File: config.mk
export PLATFORM = sky130hd
export DESIGN_NAME = fdd_status_rate_pins
export DESIGN_NICKNAME = d
export VERILOG_FILES = /design/src/fdd_status_rate_pins.v /design/src/pin_cell.v
export VERILOG_INCLUDE_DIRS = /design/src
export SDC_FILE = /design/constraint.sdc
export NUM_CORES = 1
export LEC_CHECK = 0
export BUFFER_PORTS_ARGS = -buffer_cell sky130_fd_sc_hd__buf_4
export CAP_MARGIN = 30
export CORE_MARGIN = 3
export CORE_UTILIZATION = 45
export DETAILED_ROUTE_END_ITERATION = 8
export PLACE_DENSITY = 0.85
export SLEW_MARGIN = 20
export SYNTH_ARGS = -nofsm -noshare
export SYNTH_HDL_FRONTEND = slang
export SYNTH_SLANG_ARGS = --single-unit
File: constraint.sdc
create_clock -name pclk -period 2.2 [get_ports pclk]
set_input_delay 0.22 -clock pclk [delete_from_list [all_inputs] [get_ports pclk]]
set_output_delay 0.22 -clock pclk [all_outputs]
set_load 0.005 [all_outputs]
File: src/fdd_pins_consts.vh
/*
 Constants for the floppy drive status and rate pin block: register offsets,
 field positions, reset values and rate codes.
 Assumes inclusion by bare name from the design files of this block.
*/
// What this block does
// - The density select output tells whether a low rate (250 or 300 kb/s) or a high rate (500 kb/s or 1 Mb/s) is chosen.
// - The level on the density select output follows the density polarity bit of configuration register 3.
// - While the write protect input is low every write command is ignored and no write reaches the medium.
// - A low track zero input means the head sits over the outermost track.
// - A low index input means the head is at the start of a track.
// - The two rate outputs carry bits 0 and 1 of the data rate register.
// - Both rate outputs stay undriven from power on until the data rate register drives them.
// - In enhanced floppy mode 2 the rate pins are media ident inputs read back as tape register bits 6 and 7.
`ifndef FDD_PINS_CONSTS_VH
`define FDD_PINS_CONSTS_VH

// Register byte offsets
`define OFS_DATA_RATE      8'h00
`define OFS_CONFIG3        8'h04
`define OFS_TAPE           8'h08
`define OFS_DRIVE_STATUS   8'h0C
`define OFS_WRITE_CMD      8'h10

// Data rate register fields
`define RATE_LSB           0
`define RATE_MSB           1
`define RATE_500K          2'h0
`define RATE_300K          2'h1
`define RATE_250K          2'h2
`define RATE_1M            2'h3
`define DATA_RATE_RESET    2'h2

// Configuration register 3 fields
`define CFG3_DENS_POL      0
`define CFG3_ENH_MODE2     1
`define CONFIG3_RESET      2'h1

// Tape register fields
`define TAPE_SEL_LSB       0
`define TAPE_SEL_MSB       1
`define TAPE_MEDIA0        6
`define TAPE_MEDIA1        7
`define TAPE_RESET         2'h0

// Drive status register fields
`define STS_WPROT          0
`define STS_TRACK0         1
`define STS_INDEX          2
`define STS_INDEX_SEEN     3
`define STS_WRITE_REFUSED  4
`define STS_RATE_DRIVEN    5

// Write command register: writing 1 here requests a write to the medium
`define WCMD_GO            0

`endif

File: src/fdd_status_rate_pins.v
/*
 Drive-side pin logic of a floppy controller: density select, two rate pins
 that double as media ident inputs, and write protect, track zero and index
 status, with an APB register slave.
 Assumes drive inputs are synchronous to pclk and that the rate pin wires are
 resolved outside from the pin output and enable pairs.
*/
`include "fdd_pins_consts.vh"

module fdd_status_rate_pins #(
   parameter RATE_PINS = 2
) (
   input  wire        pclk,
   input  wire        presetn,
   input  wire        psel,
   input  wire        penable,
   input  wire        pwrite,
   input  wire [7:0]  paddr,
   input  wire [31:0] pwdata,
   output reg  [31:0] prdata,
   output reg         pready,
   output reg         pslverr,
   input  wire        write_protect_n,
   input  wire        track_zero_n,
   input  wire        index_pulse_n,
   output reg         density_select_out,
   input  wire        rate_out_bit0_i,
   input  wire        rate_out_bit1_i,
   output wire        rate_out_bit0,
   output wire        rate_out_bit0_oe,
   output wire        rate_out_bit1,
   output wire        rate_out_bit1_oe,
   output reg         write_start,
   output reg         head_at_track0,
   output reg         index_seen
);

   reg  [1:0] data_rate_ff;
   reg  [1:0] config3_ff;
   reg  [1:0] tape_sel_ff;
   reg        rate_driven_ff;
   reg        index_prev_ff;
   reg        write_refused_ff;
   reg        wprot_ff;
   reg        track0_ff;
   reg        index_ff;

   wire       access;
   wire       wr_en;
   wire       rd_en;
   wire       addr_hit;
   wire       enh_mode2;
   wire       low_rate;
   wire       index_fall;
   wire       wcmd_req;
   wire [RATE_PINS-1:0] pin_in;
   wire [RATE_PINS-1:0] pin_out;
   wire [RATE_PINS-1:0] pin_oe;
   wire [RATE_PINS-1:0] media_q;

   reg  [31:0] nxt_prdata;
   reg         nxt_density;
   reg         nxt_index_seen;
   reg         nxt_write_refused;

   // One wait state: pready rises in the second access cycle
   assign access   = psel & penable;
   assign wr_en    = access & pready & pwrite;
   assign rd_en    = access & ~pready & ~pwrite;
   assign addr_hit = (paddr == `OFS_DATA_RATE) || (paddr == `OFS_CONFIG3) ||
                     (paddr == `OFS_TAPE) || (paddr == `OFS_DRIVE_STATUS) ||
                     (paddr == `OFS_WRITE_CMD);

   assign enh_mode2  = config3_ff[`CFG3_ENH_MODE2];
   assign low_rate   = (data_rate_ff == `RATE_300K) || (data_rate_ff == `RATE_250K);
   assign index_fall = index_prev_ff & ~index_pulse_n;
   assign wcmd_req   = wr_en & (paddr == `OFS_WRITE_CMD) & pwdata[`WCMD_GO];

   // APB handshake and error flag, both registered
   always @(posedge pclk or negedge presetn) begin
      if (!presetn) begin
         pready  <= 1'b0;
         pslverr <= 1'b0;
         prdata  <= 32'h0000_0000;
      end else begin
         pready  <= access & ~pready;
         pslverr <= access & ~pready & ~addr_hit;
         if (rd_en) begin
            prdata <= nxt_prdata;
         end
      end
   end

   // Read mux; unmapped offsets read as zero
   always @* begin
      nxt_prdata = 32'h0000_0000;
      case (paddr)
         `OFS_DATA_RATE: begin
            nxt_prdata[`RATE_MSB:`RATE_LSB] = data_rate_ff;
         end
         `OFS_CONFIG3: begin
            nxt_prdata[1:0] = config3_ff;
         end
         `OFS_TAPE: begin
            nxt_prdata[`TAPE_SEL_MSB:`TAPE_SEL_LSB] = tape_sel_ff;
            // Pin levels only mean media ident while mode 2 has the drivers off
            nxt_prdata[`TAPE_MEDIA0] = enh_mode2 & media_q[0];
            nxt_prdata[`TAPE_MEDIA1] = enh_mode2 & media_q[1];
         end
         `OFS_DRIVE_STATUS: begin
            nxt_prdata[`STS_WPROT]         = wprot_ff;
            nxt_prdata[`STS_TRACK0]        = track0_ff;
            nxt_prdata[`STS_INDEX]         = index_ff;
            nxt_prdata[`STS_INDEX_SEEN]    = index_seen;
            nxt_prdata[`STS_WRITE_REFUSED] = write_refused_ff;
            nxt_prdata[`STS_RATE_DRIVEN]   = rate_driven_ff;
         end
         default: begin
            nxt_prdata = 32'h0000_0000;
         end
      endcase
   end

   // Software registers; a data rate write arms the rate pin drivers
   always @(posedge pclk or negedge presetn) begin
      if (!presetn) begin
         data_rate_ff   <= `DATA_RATE_RESET;
         config3_ff     <= `CONFIG3_RESET;
         tape_sel_ff    <= `TAPE_RESET;
         rate_driven_ff <= 1'b0;
      end else if (wr_en) begin
         case (paddr)
            `OFS_DATA_RATE: begin
               data_rate_ff   <= pwdata[`RATE_MSB:`RATE_LSB];
               rate_driven_ff <= 1'b1;
            end
            `OFS_CONFIG3: begin
               config3_ff <= pwdata[1:0];
            end
            `OFS_TAPE: begin
               tape_sel_ff <= pwdata[`TAPE_SEL_MSB:`TAPE_SEL_LSB];
            end
            default: begin
               rate_driven_ff <= rate_driven_ff;
            end
         endcase
      end
   end

   // Density level: polarity bit decides which level means high rate
   always @* begin
      if (config3_ff[`CFG3_DENS_POL]) begin
         nxt_density = ~low_rate;
      end else begin
         nxt_density = low_rate;
      end
   end

   // Sticky flags: a new event in the clearing cycle keeps the flag set
   always @* begin
      nxt_index_seen    = index_seen;
      nxt_write_refused = write_refused_ff;
      if (wr_en && paddr == `OFS_DRIVE_STATUS) begin
         if (pwdata[`STS_INDEX_SEEN]) begin
            nxt_index_seen = 1'b0;
         end
         if (pwdata[`STS_WRITE_REFUSED]) begin
            nxt_write_refused = 1'b0;
         end
      end
      if (index_fall) begin
         nxt_index_seen = 1'b1;
      end
      if (wcmd_req && !write_protect_n) begin
         nxt_write_refused = 1'b1;
      end
   end

   // Drive status capture, write gating and density output
   always @(posedge pclk or negedge presetn) begin
      if (!presetn) begin
         index_prev_ff      <= 1'b1;
         wprot_ff           <= 1'b0;
         track0_ff          <= 1'b0;
         index_ff           <= 1'b0;
         head_at_track0     <= 1'b0;
         index_seen         <= 1'b0;
         write_refused_ff   <= 1'b0;
         write_start        <= 1'b0;
         density_select_out <= 1'b0;
      end else begin
         index_prev_ff      <= index_pulse_n;
         wprot_ff           <= ~write_protect_n;
         track0_ff          <= ~track_zero_n;
         index_ff           <= ~index_pulse_n;
         head_at_track0     <= ~track_zero_n;
         index_seen         <= nxt_index_seen;
         write_refused_ff   <= nxt_write_refused;
         // A protected disk never sees a write start
         write_start        <= wcmd_req & write_protect_n;
         density_select_out <= nxt_density;
      end
   end

   assign pin_in = {rate_out_bit1_i, rate_out_bit0_i};

   // Rate pins: driven from the data rate bits once armed, released in mode 2
   genvar g;
   generate
      for (g = 0; g < RATE_PINS; g = g + 1) begin : rate_pin
         pin_cell u_cell (
            .pclk     (pclk),
            .presetn  (presetn),
            .drive_val(data_rate_ff[g]),
            .drive_en (rate_driven_ff & ~enh_mode2),
            .pin_i    (pin_in[g]),
            .pin_o    (pin_out[g]),
            .pin_oe   (pin_oe[g]),
            .sample_q (media_q[g])
         );
      end
   endgenerate

   assign rate_out_bit0    = pin_out[0];
   assign rate_out_bit0_oe = pin_oe[0];
   assign rate_out_bit1    = pin_out[1];
   assign rate_out_bit1_oe = pin_oe[1];

endmodule

File: src/pin_cell.v
/*
 One bidirectional pin cell: registered drive value, registered output enable
 and a registered sample of the pin level.
 Assumes the pin wire is resolved outside from pin_o and pin_oe.
*/
module pin_cell (
   input  wire pclk,
   input  wire presetn,
   input  wire drive_val,
   input  wire drive_en,
   input  wire pin_i,
   output reg  pin_o,
   output reg  pin_oe,
   output reg  sample_q
);

   // Enable resets low so the pin floats until told otherwise
   always @(posedge pclk or negedge presetn) begin
      if (!presetn) begin
         pin_o    <= 1'b0;
         pin_oe   <= 1'b0;
         sample_q <= 1'b0;
      end else begin
         pin_o    <= drive_val;
         pin_oe   <= drive_en;
         sample_q <= pin_i;
      end
   end

endmodule

Yosys cells after proc, flatten, opt, wreduce, memory -nomap -nowiden
Cells that the tools add are included.
{"block": "word_totals", "ff_bits": 30, "in_bits": 50, "out_inout_bits": 42, "elab_cells": 75}
{"block": "classes", "eq_ne": 6, "mux": 10, "n_bitwise": 21, "reduce_logical": 18}
{"cell": "$eq A8 B4 Y1 const B", "n": 2}
{"cell": "$and A1 B1 Y1", "n": 13}
{"cell": "$reduce_and A2 Y1", "n": 5}
{"cell": "$eq A8 B3 Y1 const B", "n": 1}
{"cell": "$eq A8 B5 Y1 const B", "n": 1}
{"cell": "$logic_not A8 Y1", "n": 1}
{"cell": "$not A1 Y1", "n": 8}
{"cell": "$pmux W2 S4", "n": 1}
{"cell": "$reduce_bool A2 Y1", "n": 4}
{"cell": "$mux W1", "n": 7}
{"cell": "$logic_or A1 B1 Y1", "n": 5}
{"cell": "$mux W4", "n": 1}
{"cell": "$eq A2 B1 Y1 const B", "n": 1}
{"cell": "$eq A2 B2 Y1 const B", "n": 1}
{"cell": "$logic_and A1 B1 Y1", "n": 2}
{"cell": "$mux W2", "n": 1}
{"cell": "$logic_not A1 Y1", "n": 1}

Longest topological paths before layout
{"block": "logic_depth", "ltp_word": 8, "mapped_depth": 4, "depth_no_buf": 3}

By module
A second synthesis with hierarchy kept.
{"block": "hier_totals", "cells_unflattened": 120, "area_unflattened_um2": 1400.1}
{"module": "fdd_status_rate_pins", "n_inst": 1, "cells_per_inst": 114, "area_per_inst_um2": 1249.9, "seq_area_each_um2": 629.4}
{"module": "pin_cell", "n_inst": 2, "cells_per_inst": 3, "area_per_inst_um2": 75.1, "seq_area_each_um2": 75.1}

Worst setup path before layout
Ideal clock, no wire load.
{"block": "synth_path", "kind": "register to register", "startpoint": "register pready", "endpoint": "register data_rate_ff[0]", "setup_time_ns": 0.125, "arrival_time_ns": 1.187, "required_ns": 2.075, "setup_slack_ns": 0.889, "path_stages_with_launch": 5, "path_buffers": 1, "synth_period_minus_slack_ns": 1.311, "cell_sequence": "dfrtp_1 -> and4_1 -> clkbuf_1 -> nand4_1 -> mux2_2"}
{"block": "synth_via", "elab_chain_cells": 3}
{"item": "start: declaration", "line": "fdd_status_rate_pins.v:21", "source": "output reg pready,"}
{"item": "start signal: assignment", "line": "fdd_status_rate_pins.v:86", "source": "pready <= access & ~pready;"}
{"item": "$and A1 B1 Y1 (2 in a row)", "line": "fdd_status_rate_pins.v:68", "source": "assign wr_en = access & pready & pwrite;"}
{"item": "$reduce_and A2 Y1 (no line)"}
{"item": "end signal: assignment", "line": "fdd_status_rate_pins.v:127", "source": "data_rate_ff <= `DATA_RATE_RESET;"}
{"item": "end signal: assignment", "line": "fdd_status_rate_pins.v:134", "source": "data_rate_ff <= pwdata[`RATE_MSB:`RATE_LSB];"}
{"item": "end: declaration", "line": "fdd_status_rate_pins.v:38", "source": "reg [1:0] data_rate_ff;"}
No other way between the ends.
A chain may end at the register's enable or synchronous reset.

Worst setup path in the final report
{"block": "layout_path", "startpoint": "register pready", "endpoint": "register prdata[0]"}
{"block": "layout_via", "elab_chain_cells": 3}
{"item": "$not A1 Y1", "line": "fdd_status_rate_pins.v:69", "source": "assign rd_en = access & ~pready & ~pwrite;"}
{"item": "$and A1 B1 Y1 (2 in a row)", "line": "fdd_status_rate_pins.v:69"}
{"item": "end signal: assignment", "line": "fdd_status_rate_pins.v:89", "source": "prdata <= nxt_prdata;"}
{"item": "end: declaration", "line": "fdd_status_rate_pins.v:20", "source": "output reg [31:0] prdata,"}
No other way between the ends.

==> key figures <==
Detailed routing
  • Number of DRC violations after detailed routing: 0
  • Antenna-violating nets left: 0
  • DR vias/cell: 4.79
  • Post-Route WL: 2790 µm
  • Iteration count of the initial detailed-routing pass: 4
  • Via total after detailed routing: 991
  • Detailed router's first-iteration violation count: 51
  • Post-detailed-route wirelength per cell: 13.5 µm

Synthesis
  • Post-synthesis sequential area ratio: 53.6%
  • Number of warnings reported in the yosys synthesis log: 0
  • Yosys cell types: 32
  • Mean cell area of the mapped netlist: 11.9 µm²
  • Cell area after technology mapping: 1410 µm²
  • FF+latch count, synth: 30
  • Synth Instances: 118

Die
  • Standard-cell rows: 19
  • Die area: 3830 µm²
  • Initial core utilization: 48.9%
  • Ports: 92
  • Die Span Y: 61.9 µm
  • Core ar.: 2880 µm²
  • Die X: 61.9 µm

Hold path
  • Worst hold path depth: 2
  • Worst hold-check path type: in2reg
  • Worst min-delay path endpoint: track0_ff$_DFF_PN0_
  • Hold path start: track_zero_n

GRT
  • GRT Residual Overflow: 0
  • Largest net degree at the start of global routing: 31
  • Global routing met3 resource utilization: 5.17%
  • Initial antenna violation count: 0
  • Met1 usage in global routing: 16.7%
  • Vias in the first global route: 932
  • Total global routing track utilization: 15.8%
  • Met2 Usage GRT: 27.5%
  • First-pass GRT wire length: 4240 µm
  • Top Usage Layer GRT: met2

Clock network
  • Maximum number of buffers from clock root to sink: 2
  • Clock insertion delay at the later pin of the skew report: 0.33 ns
  • H-tree levels: 2
  • Sinks on Clock Net: 30
  • Clock tree from TritonCTS: built
  • CTS root buffer: sky130_fd_sc_hd__clkbuf_4
  • Number of resized instances in the post-cts repair step: 0
  • Clock buffers created by TritonCTS: 5
  • Clock transition at the registers of the reported paths: 0.09 ns
  • Number of buffers added for setup after CTS: 0

Pwr
  • Comb power frac: 9.6%
  • Proportion of power drawn by the clock network: 34.0%
  • Net switching power figure: 243 µW
  • Peak supply drop: 0.222 mV
  • Total power divided by cell area: 575 nW/µm²
  • Leakage power: 0.885 nW
  • Flop pwr share: 56.4%
  • Internal Power: 760 µW
  • Switching Fraction: 24.2%

Timing
  • Post-layout minimum cycle time: 1.57 ns
  • Period utilisation layout: 71.4%
  • Worst slew pin tran: 0.619 ns
  • Number of pins exceeding their max-slew limit in the final report: 0
  • Setup TNS: 0 ns
  • Max-slew headroom: 58.1%
  • Setup-failing EPs final: 0
  • Endpoints failing hold: 0
  • Setup Skew: 0.00798 ns
  • Fmax: 0.637 GHz
  • Unrepaired setup endpoints after global routing: no

Placement
  • Port Buffers: 39
  • Routability congestion estimate from global placement: 0.916
  • Placed Instance Area: 1640 µm²
  • Detailed placer's ending HPWL: 2120 µm

Final layout
  • Number of antenna cells inserted: 0
  • Fraction of final layout cells sized beyond drive strength 1: 35.8%
  • Fill cells: 240
  • Number of nets in the final layout: 214
  • Area growth from synthesis to layout: 23.9%
  • Cell area after layout: 1740 µm²

Setup path
  • Startpoint of the worst-slack reg-to-reg timing path: pready$_DFF_PN0_
  • Critical Path Start Type: flop
  • Cell depth of the worst flop-to-flop path: 3
  • Worst setup path category: reg2reg
  • Worst Path Required: 2.40 ns
  • Critical path data arrival time: 1.77 ns
  • Endpoint of the lowest-slack register-to-register path: prdata[0]$_DFFE_PN0P_
  • Highest net fanout along the worst path: 10
  • Type of element capturing the critical path: flop
  • Reg-to-reg setup timing slack: 0.63 ns

Run status
  • Outcome: finished, final reports clean

Run
  • Max Cap Violations: 0
## critical path: stages, from the launching register on
cell and delay (ns):
sky130_fd_sc_hd__dfrtp_1 0.42, sky130_fd_sc_hd__nand4bb_1 0.49, sky130_fd_sc_hd__a221oi_1 0.39, sky130_fd_sc_hd__a22oi_1 0.14
## power groups by stage
| stage | Clock (mW) | Sequential [mW] | Combinational (mW) |
|---|---|---|---|
| 2_1_floorplan | 0 | 0.575 | 0.0609 |
| 3_3_place_gp | 0 | 0.575 | 0.0880 |
| 3_5_place_dp | 0 | 0.576 | 0.0901 |
| 4_1_cts | 0.353 | 0.565 | 0.0960 |
| 5_1_grt | 0.379 | 0.567 | 0.108 |
| 6_report | 0.341 | 0.565 | 0.0966 |
## cell usage in the layout, fill, tap and decap left out, drive strengths merged
cell | Yosys | layout
mux2 | 6 | 6
dfstp | 3 | 3
nor2b | 4 | 4
o211ai | 1 | 1
nand4 | 6 | 6
clkinv | 0 | 1
clkbuf | 2 | 7
o21a | 1 | 1
or4b | 1 | 1
a221oi | 1 | 1
dlygate4sd3 | 0 | 4
or2b | 1 | 1
nor3 | 1 | 1
nor3b | 1 | 1
and3 | 2 | 2
o32ai | 1 | 1
nor4 | 1 | 1
buf | 25 | 39
xnor2 | 2 | 2
and4 | 2 | 2
nor2 | 3 | 3
a22o | 5 | 5
conb | 1 | 24
dfrtp | 27 | 27
mux4 | 1 | 1
inv | 4 | 4
nor4bb | 2 | 2
nand2 | 7 | 7
o21ai | 3 | 3
nand3 | 2 | 2
a22oi | 1 | 1
nand4bb | 1 | 1
## state kept, by name (all words and copies together), names as in the netlist, 2 cells and up
signal,count
prdata,8
config3_ff,2
data_rate_ff,2
rate_pin.u_cell.pin_o,2
rate_pin.u_cell.sample_q,2
tape_sel_ff,2
## final cells by class
class                   instances  area [µm²]  share of cell area [%]
inverters                       4        15.0                   0.861
clock buffers                   7        55.1                    3.16
multi-input cells              80         528                    30.3
flip-flops and latches         30         754                    43.3
repair buffers                 43         333                    19.1
clock inverters                 1        5.00                   0.287
well taps                      42        52.6                    3.02
## how the worst max path moves through the flow
stage / end / slack, ns / start
4_1_cts: prdata[0]$_DFFE_PN0P_ / 0.64 / pready$_DFF_PN0_
3_3_place_gp: prdata[3]$_DFFE_PN0P_ / 0.70 / pready$_DFF_PN0_
2_1_floorplan: data_rate_ff[0]$_DFFE_PN0P_ / 0.89 / pready$_DFF_PN0_
6_report: prdata[0]$_DFFE_PN0P_ / 0.63 / pready$_DFF_PN0_
3_5_place_dp: prdata[0]$_DFFE_PN0P_ / 0.65 / pready$_DFF_PN0_
5_1_grt: prdata[5]$_DFFE_PN0P_ / 0.51 / pready$_DFF_PN0_
## per-layer routing
| metal | share of wire [%] | up-vias |
|---|---|---|
| li1 | - | 461 |
| met3 | 6.6 | 6 |
| met1 | 38 | 481 |
| met4 | 2.8 | 0 |
| met2 | 53 | 43 |
| met5 | 0 | - |
## Yosys cell counts, drive strengths merged
cell     instances  share of area, %
mux4             1               1.6
o21ai            3               1.1
a22o             5               3.1
nand2            7               1.9
nor4bb           2               1.4
o211ai           1              0.53
inv              4               1.1
o21a             1              0.53
dfrtp           27                48
a221oi           1              0.62
nand4bb          1              0.80
and3             2              0.98
or4b             1              0.71
mux2             6               4.8
nand4            6               2.7
nor2b            4               1.8
xnor2            2               1.2
o32ai            1              0.62
nor3b            1              0.53
buf             25                13
nor3             1              0.36
and4             2               1.2
conb             1              0.27
clkbuf           2              0.53
nor4             1               1.5
nand3            2              0.71
or2b             1              0.53
nor2             3               1.3
dfstp            3               5.6
a22oi            1              0.53
## repair_timing
item                                   4_1_cts  5_1_grt
setup endpoints to repair                    0        0
endpoints found under the hold margin       30        0
hold buffers                                 4        0
## cells by family after synthesis
logic type / after synthesis / share of synthesized area [%]
AOI/OAI and AO/OA: 13 / 7.03
other: 1 / 0.267
muxes: 7 / 6.41
buffers and inverters: 31 / 14.9
and+or+nand+nor: 34 / 16.5
DFF: 30 / 53.6
xor gates and xnor gates: 2 / 1.25
## per-stage QoR
step	setup WS, ns	std cells	hold slack (ns)	utilization (%)	power (mW)
floorplan	0.889	141	-0.0756	-	0.636
global placement	0.698	195	0.152	57.1	0.663
detailed placement	0.654	195	0.160	57.1	0.666
CTS	0.641	207	0.00343	60.6	1.01
global route	0.505	207	0.00265	60.6	1.05
finish	0.630	207	0.0204	60.6	1.00
(Power assumes the default switching activity.)
